File: src/bst_pkg.sv
// constants, types and helpers of the boundary-scan test port
// assumes one core clock; the test clock arrives as a sampled pin
// Function
// - sample mode select on test clock rise
// - capture test data input on rise
// - route input bits to instruction or data
// - update test data output on fall
// - output shows selected register, one bit per clock
// - output driver high impedance unless shifting
// - test reset clears controller and instruction
// - scan logic never disturbs normal switching
// - two-bit instruction shifted in shift state, loaded in update state
// - decode 11 bypass, 10/01 sample, 00 extest
// - bypass is one flip-flop stage
// - boundary chain holds exactly 118 cells
// - cell 0 leaves first on output
// - control cell one enables its driver
package bst_pkg;
	// ============================================================
	// chain and instruction layout
	localparam int        BSR_LEN    = 118;     // cells in chain
	localparam int        IR_LEN     = 2;       // instruction width
	localparam logic [1:0] IR_BYPASS = 2'h3;    // bypass code
	localparam logic [1:0] IR_SAMP_A = 2'h2;    // sample code
	localparam logic [1:0] IR_SAMP_B = 2'h1;    // sample code
	localparam logic [1:0] IR_EXTEST = 2'h0;    // external test code
	localparam logic [1:0] IR_CAPVAL = 2'h1;    // captured on capture-ir
	localparam logic [1:0] IR_RSTVAL = IR_BYPASS; // held after reset

	// ============================================================
	// controller states
	typedef enum logic [3:0] {
		ST_TLR  = 4'h0,
		ST_RTI  = 4'h1,
		ST_SDR  = 4'h2,
		ST_CDR  = 4'h3,
		ST_SHDR = 4'h4,
		ST_E1DR = 4'h5,
		ST_PDR  = 4'h6,
		ST_E2DR = 4'h7,
		ST_UDR  = 4'h8,
		ST_SIR  = 4'h9,
		ST_CIR  = 4'hA,
		ST_SHIR = 4'hB,
		ST_E1IR = 4'hC,
		ST_PIR  = 4'hD,
		ST_E2IR = 4'hE,
		ST_UIR  = 4'hF
	} bst_state_t;

	// boundary chain selected for every code but bypass
	function automatic logic bst_sel_bsr(input logic [1:0] ir);
		return ir != IR_BYPASS;
	endfunction : bst_sel_bsr
endpackage : bst_pkg

File: src/bst_tap_if.sv
// carrier between the port top and its controller
// assumes both ends run on the core clock
`timescale 1ns/1ps
`default_nettype none
interface bst_tap_if;
	import bst_pkg::*;
	logic       step;     // one-cycle pulse per test clock rise
	logic       tms;      // synchronised mode select
	logic       trst;     // synchronised test reset, active high
	bst_state_t state;    // current controller state
	modport ctrl (input step, input tms, input trst, output state);
	modport user (output step, output tms, output trst, input state);
endinterface : bst_tap_if
`default_nettype wire

File: src/bst_port.sv
// boundary-scan test port top: pin sampling, registers, output
// assumes test pins are asynchronous to the core clock and that
// the test clock is much slower than the core clock
`timescale 1ns/1ps
`default_nettype none
module bst_port
	import bst_pkg::*;
(
	input  wire logic               i_core_clk,   // core clock
	input  wire logic               i_reset,      // synchronous reset
	input  wire logic               i_tck,        // test clock pin
	input  wire logic               i_tms,        // mode select pin
	input  wire logic               i_tdi,        // test data in pin
	input  wire logic               i_trst_n,     // test reset pin
	input  wire logic [BSR_LEN-1:0] i_pin_val,    // levels seen at pins
	input  wire logic [BSR_LEN-1:0] i_core_val,   // functional values
	output logic                    o_tdo,        // test data out
	output logic                    o_tdo_oe,     // tdo driver enable
	output logic [BSR_LEN-1:0]      o_cell_val    // values toward pins
);
	// ============================================================
	// pin synchronisers
	logic [3:0]         sa_r;      // first stage: tck tms tdi trst_n
	logic [3:0]         sb_r;      // second stage
	logic               tck_d_r;   // delayed tck for edge finding
	logic [BSR_LEN-1:0] pa_r;      // pin values first stage
	logic [BSR_LEN-1:0] pb_r;      // pin values second stage
	logic               rise;      // test clock rise pulse
	logic               fall;      // test clock fall pulse
	logic               tms_s;     // synchronised mode select
	logic               tdi_s;     // synchronised data in
	logic               trst_s;    // synchronised reset, high active

	// two flops on every outside level; reset loads the idle pin levels
	// (tck low, pulled-up pins high) and the edge flop matches the tck
	// stage, so no false rise steps the controller after reset
	always_ff @(posedge i_core_clk) begin
		if (i_reset) begin
			sa_r    <= 4'h7;  // tck tms tdi trst_n = 0 1 1 1
			sb_r    <= 4'h7;
			tck_d_r <= 1'b0;
		end else begin
			sa_r    <= {i_tck, i_tms, i_tdi, i_trst_n};
			sb_r    <= sa_r;
			tck_d_r <= sb_r[3];
		end
	end

	// pin capture path, no reset needed on pure data
	always_ff @(posedge i_core_clk) begin
		pa_r <= i_pin_val;
		pb_r <= pa_r;
	end

	// edge pulses act as the test clock enable
	always_comb begin
		rise   = sb_r[3] & ~tck_d_r;
		fall   = ~sb_r[3] & tck_d_r;
		tms_s  = sb_r[2];
		tdi_s  = sb_r[1];
		trst_s = ~sb_r[0];
	end

	// ============================================================
	// controller
	bst_tap_if tap ();
	bst_state_t st;  // controller state

	assign tap.step = rise;
	assign tap.tms  = tms_s;
	assign tap.trst = trst_s;
	assign st       = tap.state;

	bst_tap_fsm u_fsm (
		.i_core_clk (i_core_clk),
		.i_reset    (i_reset),
		.tap        (tap.ctrl)
	);

	// ============================================================
	// instruction register
	logic [IR_LEN-1:0] ir_sh_r;   // shift stage
	logic [IR_LEN-1:0] ir_sh_nxt;
	logic [IR_LEN-1:0] ir_r;      // current instruction
	logic [IR_LEN-1:0] ir_nxt;

	// capture, shift and update of the instruction
	always_comb begin
		ir_sh_nxt = ir_sh_r;
		ir_nxt    = ir_r;
		if (trst_s || (rise && st == ST_TLR)) begin
			ir_nxt = IR_RSTVAL;
		end else begin
			if (rise && st == ST_CIR) begin
				ir_sh_nxt = IR_CAPVAL;
			end
			if (rise && st == ST_SHIR) begin
				ir_sh_nxt = {tdi_s, ir_sh_r[IR_LEN-1:1]};
			end
			if (fall && st == ST_UIR) begin
				ir_nxt = ir_sh_r;
			end
		end
	end

	// register only
	always_ff @(posedge i_core_clk) begin
		if (i_reset) begin
			ir_sh_r <= IR_CAPVAL;
			ir_r    <= IR_RSTVAL;
		end else begin
			ir_sh_r <= ir_sh_nxt;
			ir_r    <= ir_nxt;
		end
	end

	// ============================================================
	// data registers
	logic               sel_bsr;     // chain selected by decode
	logic               extest;      // external test active
	logic               byp_r;       // bypass stage
	logic               byp_nxt;
	logic [BSR_LEN-1:0] bsr_sh_r;    // chain shift stages
	logic [BSR_LEN-1:0] bsr_sh_nxt;
	logic [BSR_LEN-1:0] bsr_up_r;    // chain update stages
	logic [BSR_LEN-1:0] bsr_up_nxt;

	// decode of current instruction
	always_comb begin
		sel_bsr = bst_sel_bsr(ir_r);
		extest  = (ir_r == IR_EXTEST);
	end

	// capture, shift and update of the selected register
	always_comb begin
		byp_nxt    = byp_r;
		bsr_sh_nxt = bsr_sh_r;
		bsr_up_nxt = bsr_up_r;
		if (rise && st == ST_CDR) begin
			if (sel_bsr) begin
				bsr_sh_nxt = pb_r;
			end else begin
				byp_nxt = 1'b0;
			end
		end
		if (rise && st == ST_SHDR) begin
			if (sel_bsr) begin
				bsr_sh_nxt = {tdi_s, bsr_sh_r[BSR_LEN-1:1]};
			end else begin
				byp_nxt = tdi_s;
			end
		end
		if (fall && st == ST_UDR && sel_bsr) begin
			bsr_up_nxt = bsr_sh_r;
		end
	end

	// register only
	always_ff @(posedge i_core_clk) begin
		if (i_reset) begin
			byp_r    <= 1'b0;
			bsr_sh_r <= '0;
			bsr_up_r <= '0;
		end else begin
			byp_r    <= byp_nxt;
			bsr_sh_r <= bsr_sh_nxt;
			bsr_up_r <= bsr_up_nxt;
		end
	end

	// ============================================================
	// serial output and pin drive
	logic               tdo_nxt;
	logic               tdo_oe_nxt;
	logic [BSR_LEN-1:0] cell_nxt;

	// output changes only on test clock fall, except the driver enable, which test reset turns off at once
	always_comb begin
		tdo_nxt    = o_tdo;
		tdo_oe_nxt = o_tdo_oe;
		if (trst_s) begin
			tdo_oe_nxt = 1'b0;
		end else if (fall) begin
			unique case (st)
				ST_SHIR: begin
					tdo_nxt    = ir_sh_r[0];
					tdo_oe_nxt = 1'b1;
				end
				ST_SHDR: begin
					tdo_nxt    = sel_bsr ? bsr_sh_r[0] : byp_r;
					tdo_oe_nxt = 1'b1;
				end
				default: begin
					tdo_oe_nxt = 1'b0;
				end
			endcase
		end
	end

	// update stages reach pins only in external test; a one in a
	// control cell passes unchanged, so it enables its driver
	always_comb begin
		cell_nxt = extest ? bsr_up_r : i_core_val;
	end

	// register only
	always_ff @(posedge i_core_clk) begin
		if (i_reset) begin
			o_tdo      <= 1'b0;
			o_tdo_oe   <= 1'b0;
			o_cell_val <= '0;
		end else begin
			o_tdo      <= tdo_nxt;
			o_tdo_oe   <= tdo_oe_nxt;
			o_cell_val <= cell_nxt;
		end
	end
endmodule : bst_port
`default_nettype wire

File: src/bst_tap_fsm.sv
// sixteen-state test access port controller
// assumes step pulses once per test clock rise, on the core clock
`timescale 1ns/1ps
`default_nettype none
module bst_tap_fsm
	import bst_pkg::*;
(
	input  wire logic i_core_clk,  // core clock
	input  wire logic i_reset,     // synchronous reset
	bst_tap_if.ctrl   tap          // step, mode and state
);
	// ============================================================
	// state register
	bst_state_t st_r;    // current state
	bst_state_t st_nxt;  // next state

	// next state from sampled mode select
	always_comb begin
		st_nxt = st_r;
		if (tap.trst) begin
			st_nxt = ST_TLR;
		end else if (tap.step) begin
			unique case (st_r)
				ST_TLR:  st_nxt = tap.tms ? ST_TLR  : ST_RTI;
				ST_RTI:  st_nxt = tap.tms ? ST_SDR  : ST_RTI;
				ST_SDR:  st_nxt = tap.tms ? ST_SIR  : ST_CDR;
				ST_CDR:  st_nxt = tap.tms ? ST_E1DR : ST_SHDR;
				ST_SHDR: st_nxt = tap.tms ? ST_E1DR : ST_SHDR;
				ST_E1DR: st_nxt = tap.tms ? ST_UDR  : ST_PDR;
				ST_PDR:  st_nxt = tap.tms ? ST_E2DR : ST_PDR;
				ST_E2DR: st_nxt = tap.tms ? ST_UDR  : ST_SHDR;
				ST_UDR:  st_nxt = tap.tms ? ST_SDR  : ST_RTI;
				ST_SIR:  st_nxt = tap.tms ? ST_TLR  : ST_CIR;
				ST_CIR:  st_nxt = tap.tms ? ST_E1IR : ST_SHIR;
				ST_SHIR: st_nxt = tap.tms ? ST_E1IR : ST_SHIR;
				ST_E1IR: st_nxt = tap.tms ? ST_UIR  : ST_PIR;
				ST_PIR:  st_nxt = tap.tms ? ST_E2IR : ST_PIR;
				ST_E2IR: st_nxt = tap.tms ? ST_UIR  : ST_SHIR;
				ST_UIR:  st_nxt = tap.tms ? ST_SDR  : ST_RTI;
			endcase
		end
	end

	// register only
	always_ff @(posedge i_core_clk) begin
		if (i_reset) begin
			st_r <= ST_TLR;
		end else begin
			st_r <= st_nxt;
		end
	end

	assign tap.state = st_r;
endmodule : bst_tap_fsm
`default_nettype wire

File: config.mk
export PLATFORM = sky130hd
export DESIGN_NAME = bst_port
export DESIGN_NICKNAME = d
export VERILOG_FILES = /design/src/bst_pkg.sv /design/src/bst_tap_if.sv /design/src/bst_port.sv /design/src/bst_tap_fsm.sv
export SDC_FILE = /design/constraint.sdc
export NUM_CORES = 1
export LEC_CHECK = 0
export ABC_AREA = 0
export BUFFER_PORTS_ARGS = -buffer_cell sky130_fd_sc_hd__buf_2
export CAP_MARGIN = 20
export CORE_UTILIZATION = 55
export DETAILED_ROUTE_END_ITERATION = 8
export GPL_TIMING_DRIVEN = 0
export PLACE_DENSITY = 0.79
export SYNTH_ARGS = -nofsm -noshare
export SYNTH_HDL_FRONTEND = slang
export SYNTH_SLANG_ARGS = --single-unit
File: constraint.sdc
create_clock -name i_core_clk -period 3.61 [get_ports i_core_clk]
set_clock_uncertainty 0.1 [all_clocks]
set_input_delay 0.722 -clock i_core_clk [delete_from_list [all_inputs] [get_ports i_core_clk]]
set_output_delay 0.722 -clock i_core_clk [all_outputs]
set_load 0.02 [all_outputs]
Word level (Yosys, flattened, before mapping)
Cells that the tools add are included.
{"block": "classes", "mul": 0, "bitwise_logic": 6, "n_eq_ne": 16, "reduce_logical": 21, "shift": 0, "n_div": 0, "n_lt_le_gt_ge": 0, "add_sub_neg": 0, "n_mux": 27}
{"op": "$mux W118", "n": 5}
{"op": "$pmux W4 S12", "n": 1}
{"op": "$eq A4 B4 Y1 const B", "n": 8}
{"op": "$eq A4 B3 Y1 const B", "n": 4}
{"op": "$mux W4", "n": 4}
{"op": "$mux W2", "n": 5}
{"op": "$reduce_or A2 Y1", "n": 5}
{"op": "$mux W1", "n": 9}
{"op": "$eq A4 B2 Y1 const B", "n": 2}
{"op": "$logic_and A1 B1 Y1", "n": 8}
{"op": "$mux W3", "n": 2}
{"op": "$eq A4 B1 Y1 const B", "n": 1}
{"op": "$logic_not A4 Y1", "n": 1}
{"op": "$not A1 Y1", "n": 4}
{"op": "$reduce_bool A2 Y1", "n": 2}
{"op": "$reduce_and A3 Y1", "n": 1}
{"op": "$reduce_or A3 Y1", "n": 1}
{"op": "$and A1 B1 Y1", "n": 2}
{"op": "$logic_not A2 Y1", "n": 1}
{"op": "$ne A2 B2 Y1 const B", "n": 1}
{"op": "$pmux W1 S2", "n": 1}
{"op": "$reduce_and A2 Y1", "n": 1}
{"op": "$logic_or A1 B1 Y1", "n": 1}
{"block": "word_totals", "mem_bits_rw": 0, "regBits": 610, "memories": 0, "rom_bits": 0, "out_inout_bits": 120, "latch_bits": 0, "in_bits": 242}

Longest topological paths before layout
Gate-level depths: netlist of run 1.
{"block": "logic_depth", "ltp_word": 6, "mapped_depth": 8, "depth_no_buf": 4}

By module
A second synthesis of run 1 with hierarchy kept.
{"block": "unflattened", "hier_cells": 2033, "hier_area_um2": 18859.3}
{"module": "bst_port", "cells_per_inst": 1989, "area_per_inst_um2": 18514.0, "seq_area_each_um2": 12131.6, "instances": 1}
{"module": "bst_tap_fsm", "cells_per_inst": 44, "area_per_inst_um2": 345.3, "seq_area_each_um2": 80.1, "instances": 1}

Worst setup path before layout of run 1
OpenSTA, ideal clock, no wires.
{"block": "synth_path", "path_type": "input port to flip-flop", "from": "in i_reset", "to": "reg bsr_sh_r[107]", "arrival_time_ps": 1532, "path_slack_ps": 1841, "setup_time_ps": 138, "t_required_ps": 3372, "path_stages": 4, "path_cell_list": "clkbuf_1 -> clkbuf_1 -> clkbuf_1 -> a211oi_1"}
{"element": "start, declared", "line_no": "bst_port.sv:10", "text": "input wire logic i_reset,"}
{"element": "end signal, assigned", "line_no": "bst_port.sv:166", "text": "bsr_sh_r <= bsr_sh_nxt;"}
{"element": "end, declared", "line_no": "bst_port.sv:123", "text": "logic [BSR_LEN-1:0] bsr_sh_r;"}
No word-level cell between the ends.

Final worst setup path of run 1
{"block": "layout_path", "from": "reg ir_r[1]", "to": "reg o_cell_val[71]"}
{"block": "layout_via", "elab_chain_len": 2}
{"element": "start, declared", "line_no": "bst_port.sv:84", "text": "logic [IR_LEN-1:0] ir_r;"}
{"element": "start signal, assigned", "line_no": "bst_port.sv:113", "text": "ir_r <= ir_nxt;"}
{"element": "$logic_not A2 Y1", "line_no": "bst_port.sv:131", "text": "extest = (ir_r == IR_EXTEST);"}
{"element": "$mux W118", "line_no": "bst_port.sv:203", "text": "cell_nxt = extest ? bsr_up_r : i_core_val;"}
{"element": "end signal, assigned", "line_no": "bst_port.sv:215", "text": "o_cell_val <= cell_nxt;"}
{"element": "end, declared", "line_no": "bst_port.sv:19", "text": "output logic [BSR_LEN-1:0] o_cell_val"}
Every way passes these cells.
A chain may end at the register's enable or synchronous reset.

==> out/metrics.yaml, run 1 <==
slowest_stage: "clkbuf_1"
end_kind: "flop"
path_class: "reg -> reg"
worst_hold_path.endpoint: "pa_r[115]"
dpl.hpwl_mm: 31.7
r2r_start: "ir_r[1]"
ctsLongestPathBuffers: 3
drive_gt1_share_pct: 21.5
synth-main-ff-cell: "dfxtp_1"
insertion_delay_ps: 580
cp.required_ps: 3970
path_delay_family: "buffers and inverters"
status: "finished clean"
fin_cells: 2815
holdWs_ps: 141
grt_max_degree: 17
wire_per_inst_um: 16.1
cts_resized: 0
cts_buffers: 55
path_cells: "clkbuf_1 -> or2_2 -> clkbuf_1 -> clkbuf_1 -> nand2_1 -> a21oi_1"
post-route-util_pct: 68.8
synthCells: 1903
synth_most_common_cell: "dfxtp_1"
pin_count: 362
finalHoldViolations: 0
power.switching_mw: 2.81
rows: 67
min_from: "i_pin_val[115]"
die_h_um: 187
fin_nets: 2562
cts_hold_buf: 0
critPathMostFrequentCell: "clkbuf_1"
ys_async_sr_fraction_pct: 0
antenna_found_initial: 6
ys_types: 39
place_ws_ps: 828
vias: 14431
arrival_ps: 3120
start_util_pct: 56.1
cts_sinks: 610
relSlewSlack_pct: 23.8
drv_cap: 0
syn2layout_area_growth_pct: 22.7
drv_slew: 0
die_area_um2: 35100
firstDrtPassIters: 7
setup_slack_ps: 857
wl_mm: 45.4
p_leak_nw: 10.6
core_area_um2: 33700
seqPwrFrac_pct: 51.7
p_int_mw: 10.7
p_per_area_nw_per_um2: 584
die_w_um: 187
min_period_ps: 2750
gp_congestion: 0.906
hp-class: "in -> reg"
viasPerCell: 5.13
synth_seq_area_share_pct: 64.6
total_power_mw: 13.5
clk_pin_slew_ps: 70
clockRootBuffer: "clkbuf_16"
setup_viol: 0
fin_crit_sh_pct: 76.3
fin_area_um2: 23200
overflow: 0
grt_usage_pct: 25.3
rsz0062_at_grt: "no"
synth_area_um2: 18900
power_frac_clock_pct: 44.7
crit_buf_inv: 3
fmax_ghz: 0.363
path_max_fanout: 10
hold_depth: 1
synth.avg_cell_area_um2: 9.93
yosys.area.top_type: "dfxtp_1"
drt_iter0_markers: 883
route.detailed.drc: 0
final_antenna_net_count: 0
htreeDepth: 2
ys_ff_latch: 610
postPlaceCellArea_um2: 21300
peakVddDrop_mv: 0.421
grt_pass1_vias: 13983
synth_top_area_share_pct: 64.6
cts_tree: "done"
synth_commonest_cells: "dfxtp_1 (610), nand2_1 (478), a21oi_1 (242)"
crit-reg2reg-capture: "o_cell_val[71]"
ys_warn_count: 0
cp-start-kind: "flop"
pwr-share-comb_pct: 3.6
reg2reg_depth: 6
r2r_setup_slack_ps: 860
post_cts_buffers: 0
portBuffers: 360
max_stage_delay_ps: 830
syn_nets: 2145
switching_share_pct: 20.8
worstMarginPinSlew_ps: 1140
synth_edf_count: 0
grt_pass1_wl_mm: 71.3
yosys-top-cells-area: "dfxtp_1 (65%), nand2_1 (9.5%), mux2i_1 (6.5%)"
dpl.cell_count: 2711
tns_ps: 0
layout make-up:
cell class | instances | area (um2)
Multi-Input combinational cell | 1149 | 6020
Buffer | 140 | 656
Antenna cell | 5 | 12.5
Clock inverter | 23 | 314
Inverter | 4 | 15.0
Timing Repair Buffer | 360 | 1800
Sequential cell | 610 | 12200
Fill cell | 2567 | 10500
Clock buffer | 76 | 1600
Tap cell | 448 | 561
logic make-up (layout without fill, tap and decap cells):
kind of cell | after synthesis | after routing | synth area share, %
xor+xnor | 2 | 2 | 0.0927
flops | 610 | 610 | 64.6
other cells | 0 | 5 | 0
buf+inv | 144 | 603 | 3.55
mux | 123 | 123 | 6.51
compound gates | 378 | 378 | 11.8
simple gates | 646 | 646 | 13.5
layout by cell type (no fill, tap or decap), drive strengths merged, types with 3 or more instances in the layout:
master    count
nand4         4
a31oi         4
nor3b         3
clkinvlp      5
clkbuf      161
nor2        127
nor2b         8
bufinv        7
o21ai         5
nor3          3
buf         415
a21oi       242
diode         5
inv           6
mux2i       123
nand2b        5
clkinv        9
a211oi      122
dfxtp       610
nand2       478
or2           7
flip-flops by register name (all words and copies together) (netlist names):
register,cells
u_fsm.tap.state,4
ir_r,2
pa_r,118
ir_sh_r,2
sb_r,4
tck_d_r,1
bsr_up_r,118
sa_r,4
o_tdo,1
bsr_sh_r,118
o_cell_val,118
pb_r,118
byp_r,1
o_tdo_oe,1
layer usage:
metal	vias to the layer above	part of all wire (%)	track usage (%)
li1	7186	-	-
met2	493	47	41.9
met4	2	2.9	9.74
met5	-	0.029	0
met1	6655	43	33.0
met3	95	6.3	4.54
power by group through the flow:
stage | registers [mW] | logic, mW | clock network (mW)
finish | 7.01 | 0.482 | 6.06
global route | 7.02 | 0.524 | 6.43
CTS | 7.01 | 0.482 | 6.11
detailed placement | 7.16 | 0.478 | 0
global placement | 7.15 | 0.472 | 0
floorplan | 7.23 | 0.135 | 0
worst max-delay path by stage:
stage | from | to | slack [ps] | depth (start not counted)
after floorplan | i_reset | bsr_sh_r[107] | 1840 | 4
after global routing | ir_r[1] | o_cell_val[71] | 780 | 6
final | ir_r[1] | o_cell_val[71] | 860 | 6
after detailed placement | i_reset | o_cell_val[83] | 830 | 4
after global placement | ir_r[1] | o_cell_val[102] | 820 | 6
after CTS | ir_r[0] | o_cell_val[71] | 890 | 6
(Power assumes the default switching activity.)
==> inputs of run 2 (changes only) <==
--- a/config.mk
+++ b/config.mk
@@ -8,10 +8,10 @@
 export ABC_AREA = 0
 export BUFFER_PORTS_ARGS = -buffer_cell sky130_fd_sc_hd__buf_2
 export CAP_MARGIN = 20
-export CORE_UTILIZATION = 55
+export CORE_UTILIZATION = 54
 export DETAILED_ROUTE_END_ITERATION = 8
 export GPL_TIMING_DRIVEN = 0
-export PLACE_DENSITY = 0.79
+export PLACE_DENSITY = 0.78
 export SYNTH_ARGS = -nofsm -noshare
 export SYNTH_HDL_FRONTEND = slang
 export SYNTH_SLANG_ARGS = --single-unit
==> constraint.sdc (replaced) <==
create_clock -name i_core_clk -period 2.8 [get_ports i_core_clk]
set_clock_uncertainty 0.1 [all_clocks]
set_input_delay 0.56 -clock i_core_clk [delete_from_list [all_inputs] [get_ports i_core_clk]]
set_output_delay 0.56 -clock i_core_clk [all_outputs]
set_load 0.02 [all_outputs]
==> run 2 against run 1 <==
- design area grew 5.4%
- sequential power grew 29%
- non-clock buffer count grew 118
- cell count grew 4.5%
- clock-buffer cell count grew 5
- setup slack lost 760 ps
- largest cell class unchanged
- largest power group unchanged
- highest routed layer unchanged
==> out/metrics.yaml, run 2 (synthesis results as in run 1) <==
cp-start-kind: "flop"  # unchanged
peakVddDrop_mv: 0.578  # was 0.421 mV
syn2layout_area_growth_pct: 29.3  # was 22.7%
viasPerCell: 5.10  # was 5.13
end_kind: "flop"  # unchanged
die_h_um: 189  # was 187 um
wire_per_inst_um: 16.5  # was 16.1 um
portBuffers: 360  # unchanged
fin_nets: 2682  # was 2562
post-route-util_pct: 70.9  # was 68.8%
wl_mm: 48.5  # was 45.4 mm
place_ws_ps: 115  # was 828 ps
overflow: 0  # unchanged
gp_congestion: 0.882  # was 0.906
min_period_ps: 2700  # was 2750 ps
firstDrtPassIters: 5  # was 7
fin_crit_sh_pct: 96.5  # was 76.3%
dpl.hpwl_mm: 31.5  # was 31.7 mm
worstMarginPinSlew_ps: 1110  # was 1140 ps
drv_cap: 0  # unchanged
relSlewSlack_pct: 26.1  # was 23.8%
arrival_ps: 3120  # about the same
p_per_area_nw_per_um2: 730  # was 584 nW/um2
rows: 68  # was 67
clockRootBuffer: "clkbuf_16"  # unchanged
setup_viol: 0  # unchanged
grt_pass1_vias: 14988  # was 13983
drv_slew: 0  # unchanged
dpl.cell_count: 2718  # was 2711
grt_pass1_wl_mm: 76.6  # was 71.3 mm
setup_slack_ps: 97.2  # was 857 ps
vias: 14999  # was 14431
ctsLongestPathBuffers: 3  # unchanged
final_cell_mix: "dfxtp_1 (610), nand2_1 (478), buf_2 (390)"  # unchanged
pin_count: 362  # unchanged
insertion_delay_ps: 600  # was 580 ps
die_w_um: 189  # was 187 um
htreeDepth: 2  # unchanged
grt_usage_pct: 27.0  # was 25.3%
path_max_fanout: 10  # unchanged
fmax_ghz: 0.370  # was 0.363 GHz
hold_depth: 2  # was 1
antenna_found_initial: 5  # was 6
path_class: "reg -> reg"  # unchanged
clk_pin_slew_ps: 70  # about the same
post_cts_buffers: 0  # unchanged
r2r_setup_slack_ps: 100  # was 860 ps
cts_tree: "done"  # unchanged
route.detailed.drc: 0  # unchanged
core_area_um2: 34500  # was 33700 um2
die_area_um2: 35700  # was 35100 um2
drive_gt1_share_pct: 20.5  # was 21.5%
finalHoldViolations: 0  # unchanged
grt_max_degree: 17  # unchanged
holdWs_ps: 50.1  # was 141 ps
p_leak_nw: 11.1  # was 10.6 nW
drt_iter0_markers: 901  # was 883
final_common_cell: "dfxtp_1"  # unchanged
reg2reg_depth: 6  # unchanged
status: "finished clean"  # unchanged
rsz0062_at_grt: "no"  # unchanged
final_antenna_net_count: 0  # unchanged
start_util_pct: 54.8  # was 56.1%
cts_sinks: 610  # unchanged
total_power_mw: 17.9  # was 13.5 mW
hp-class: "in -> reg"  # unchanged
cts_buffers: 57  # was 55
cp.required_ps: 3210  # was 3970 ps
fin_cells: 2941  # was 2815
run 2: critical path, cell delays in order, from the launching register on:
cell and delay [ps]:
dfxtp_1 310, clkbuf_1 210, or2_2 150, clkbuf_1 810, clkbuf_1 610, nand2_1 220
a21oi_1 190
run 2: path summary, 6_finish.rpt:
kind,from,to
worst max-delay path,ir_r[1],o_cell_val[71]
worst min-delay path,i_tms,sa_r[2]
worst max register to register,ir_r[1],o_cell_val[71]
worst min register to register,pa_r[2],pb_r[2]
run 2: what timing repair did:
action | 4_1_cts | 5_1_grt
hold buffers | 118 | 0
gates resized for setup | 0 | 0
hold endpoints to repair | 118 | 0
setup endpoints to repair | 0 | 0
run 2: metal layers:
metal  share of wire [%]  GRT usage (%)  vias up
li1                    -              -     7411
met1                  43           34.0     6993
met2                  48           46.1      484
met3                 5.5           4.67      109
met4                 3.2           10.4        2
met5               0.023              0        -
run 2: final cells by class:
class                           instances  area (um2)
Sequential cell                       610       12200
Fill cell                            2470       10000
Multi-Input combinational cell       1149        6020
Timing Repair Buffer                  478        2980
Clock buffer                           81        1680
Buffer                                140         656
Tap cell                              455         569
Clock inverter                         21         300
Inverter                                4        15.0
Antenna cell                            3        7.51
run 2: metrics by stage:
| step | instance area (um2) | setup TNS (ps) |
|---|---|---|
| floorplan | 18900 | 0 |
| global placement | 21300 | -16.0 |
| detailed placement | 21300 | 0 |
| CTS | 24400 | 0 |
| global route | 24400 | 0 |
| finish | 24400 | 0 |
run 2: report_power, final:
group,internal (mW),switching (mW),total (mW)
combinational,0.357,0.409,0.766
sequential,8.96,0.0814,9.04
clock,4.81,3.24,8.05
total,14.1,3.73,17.9
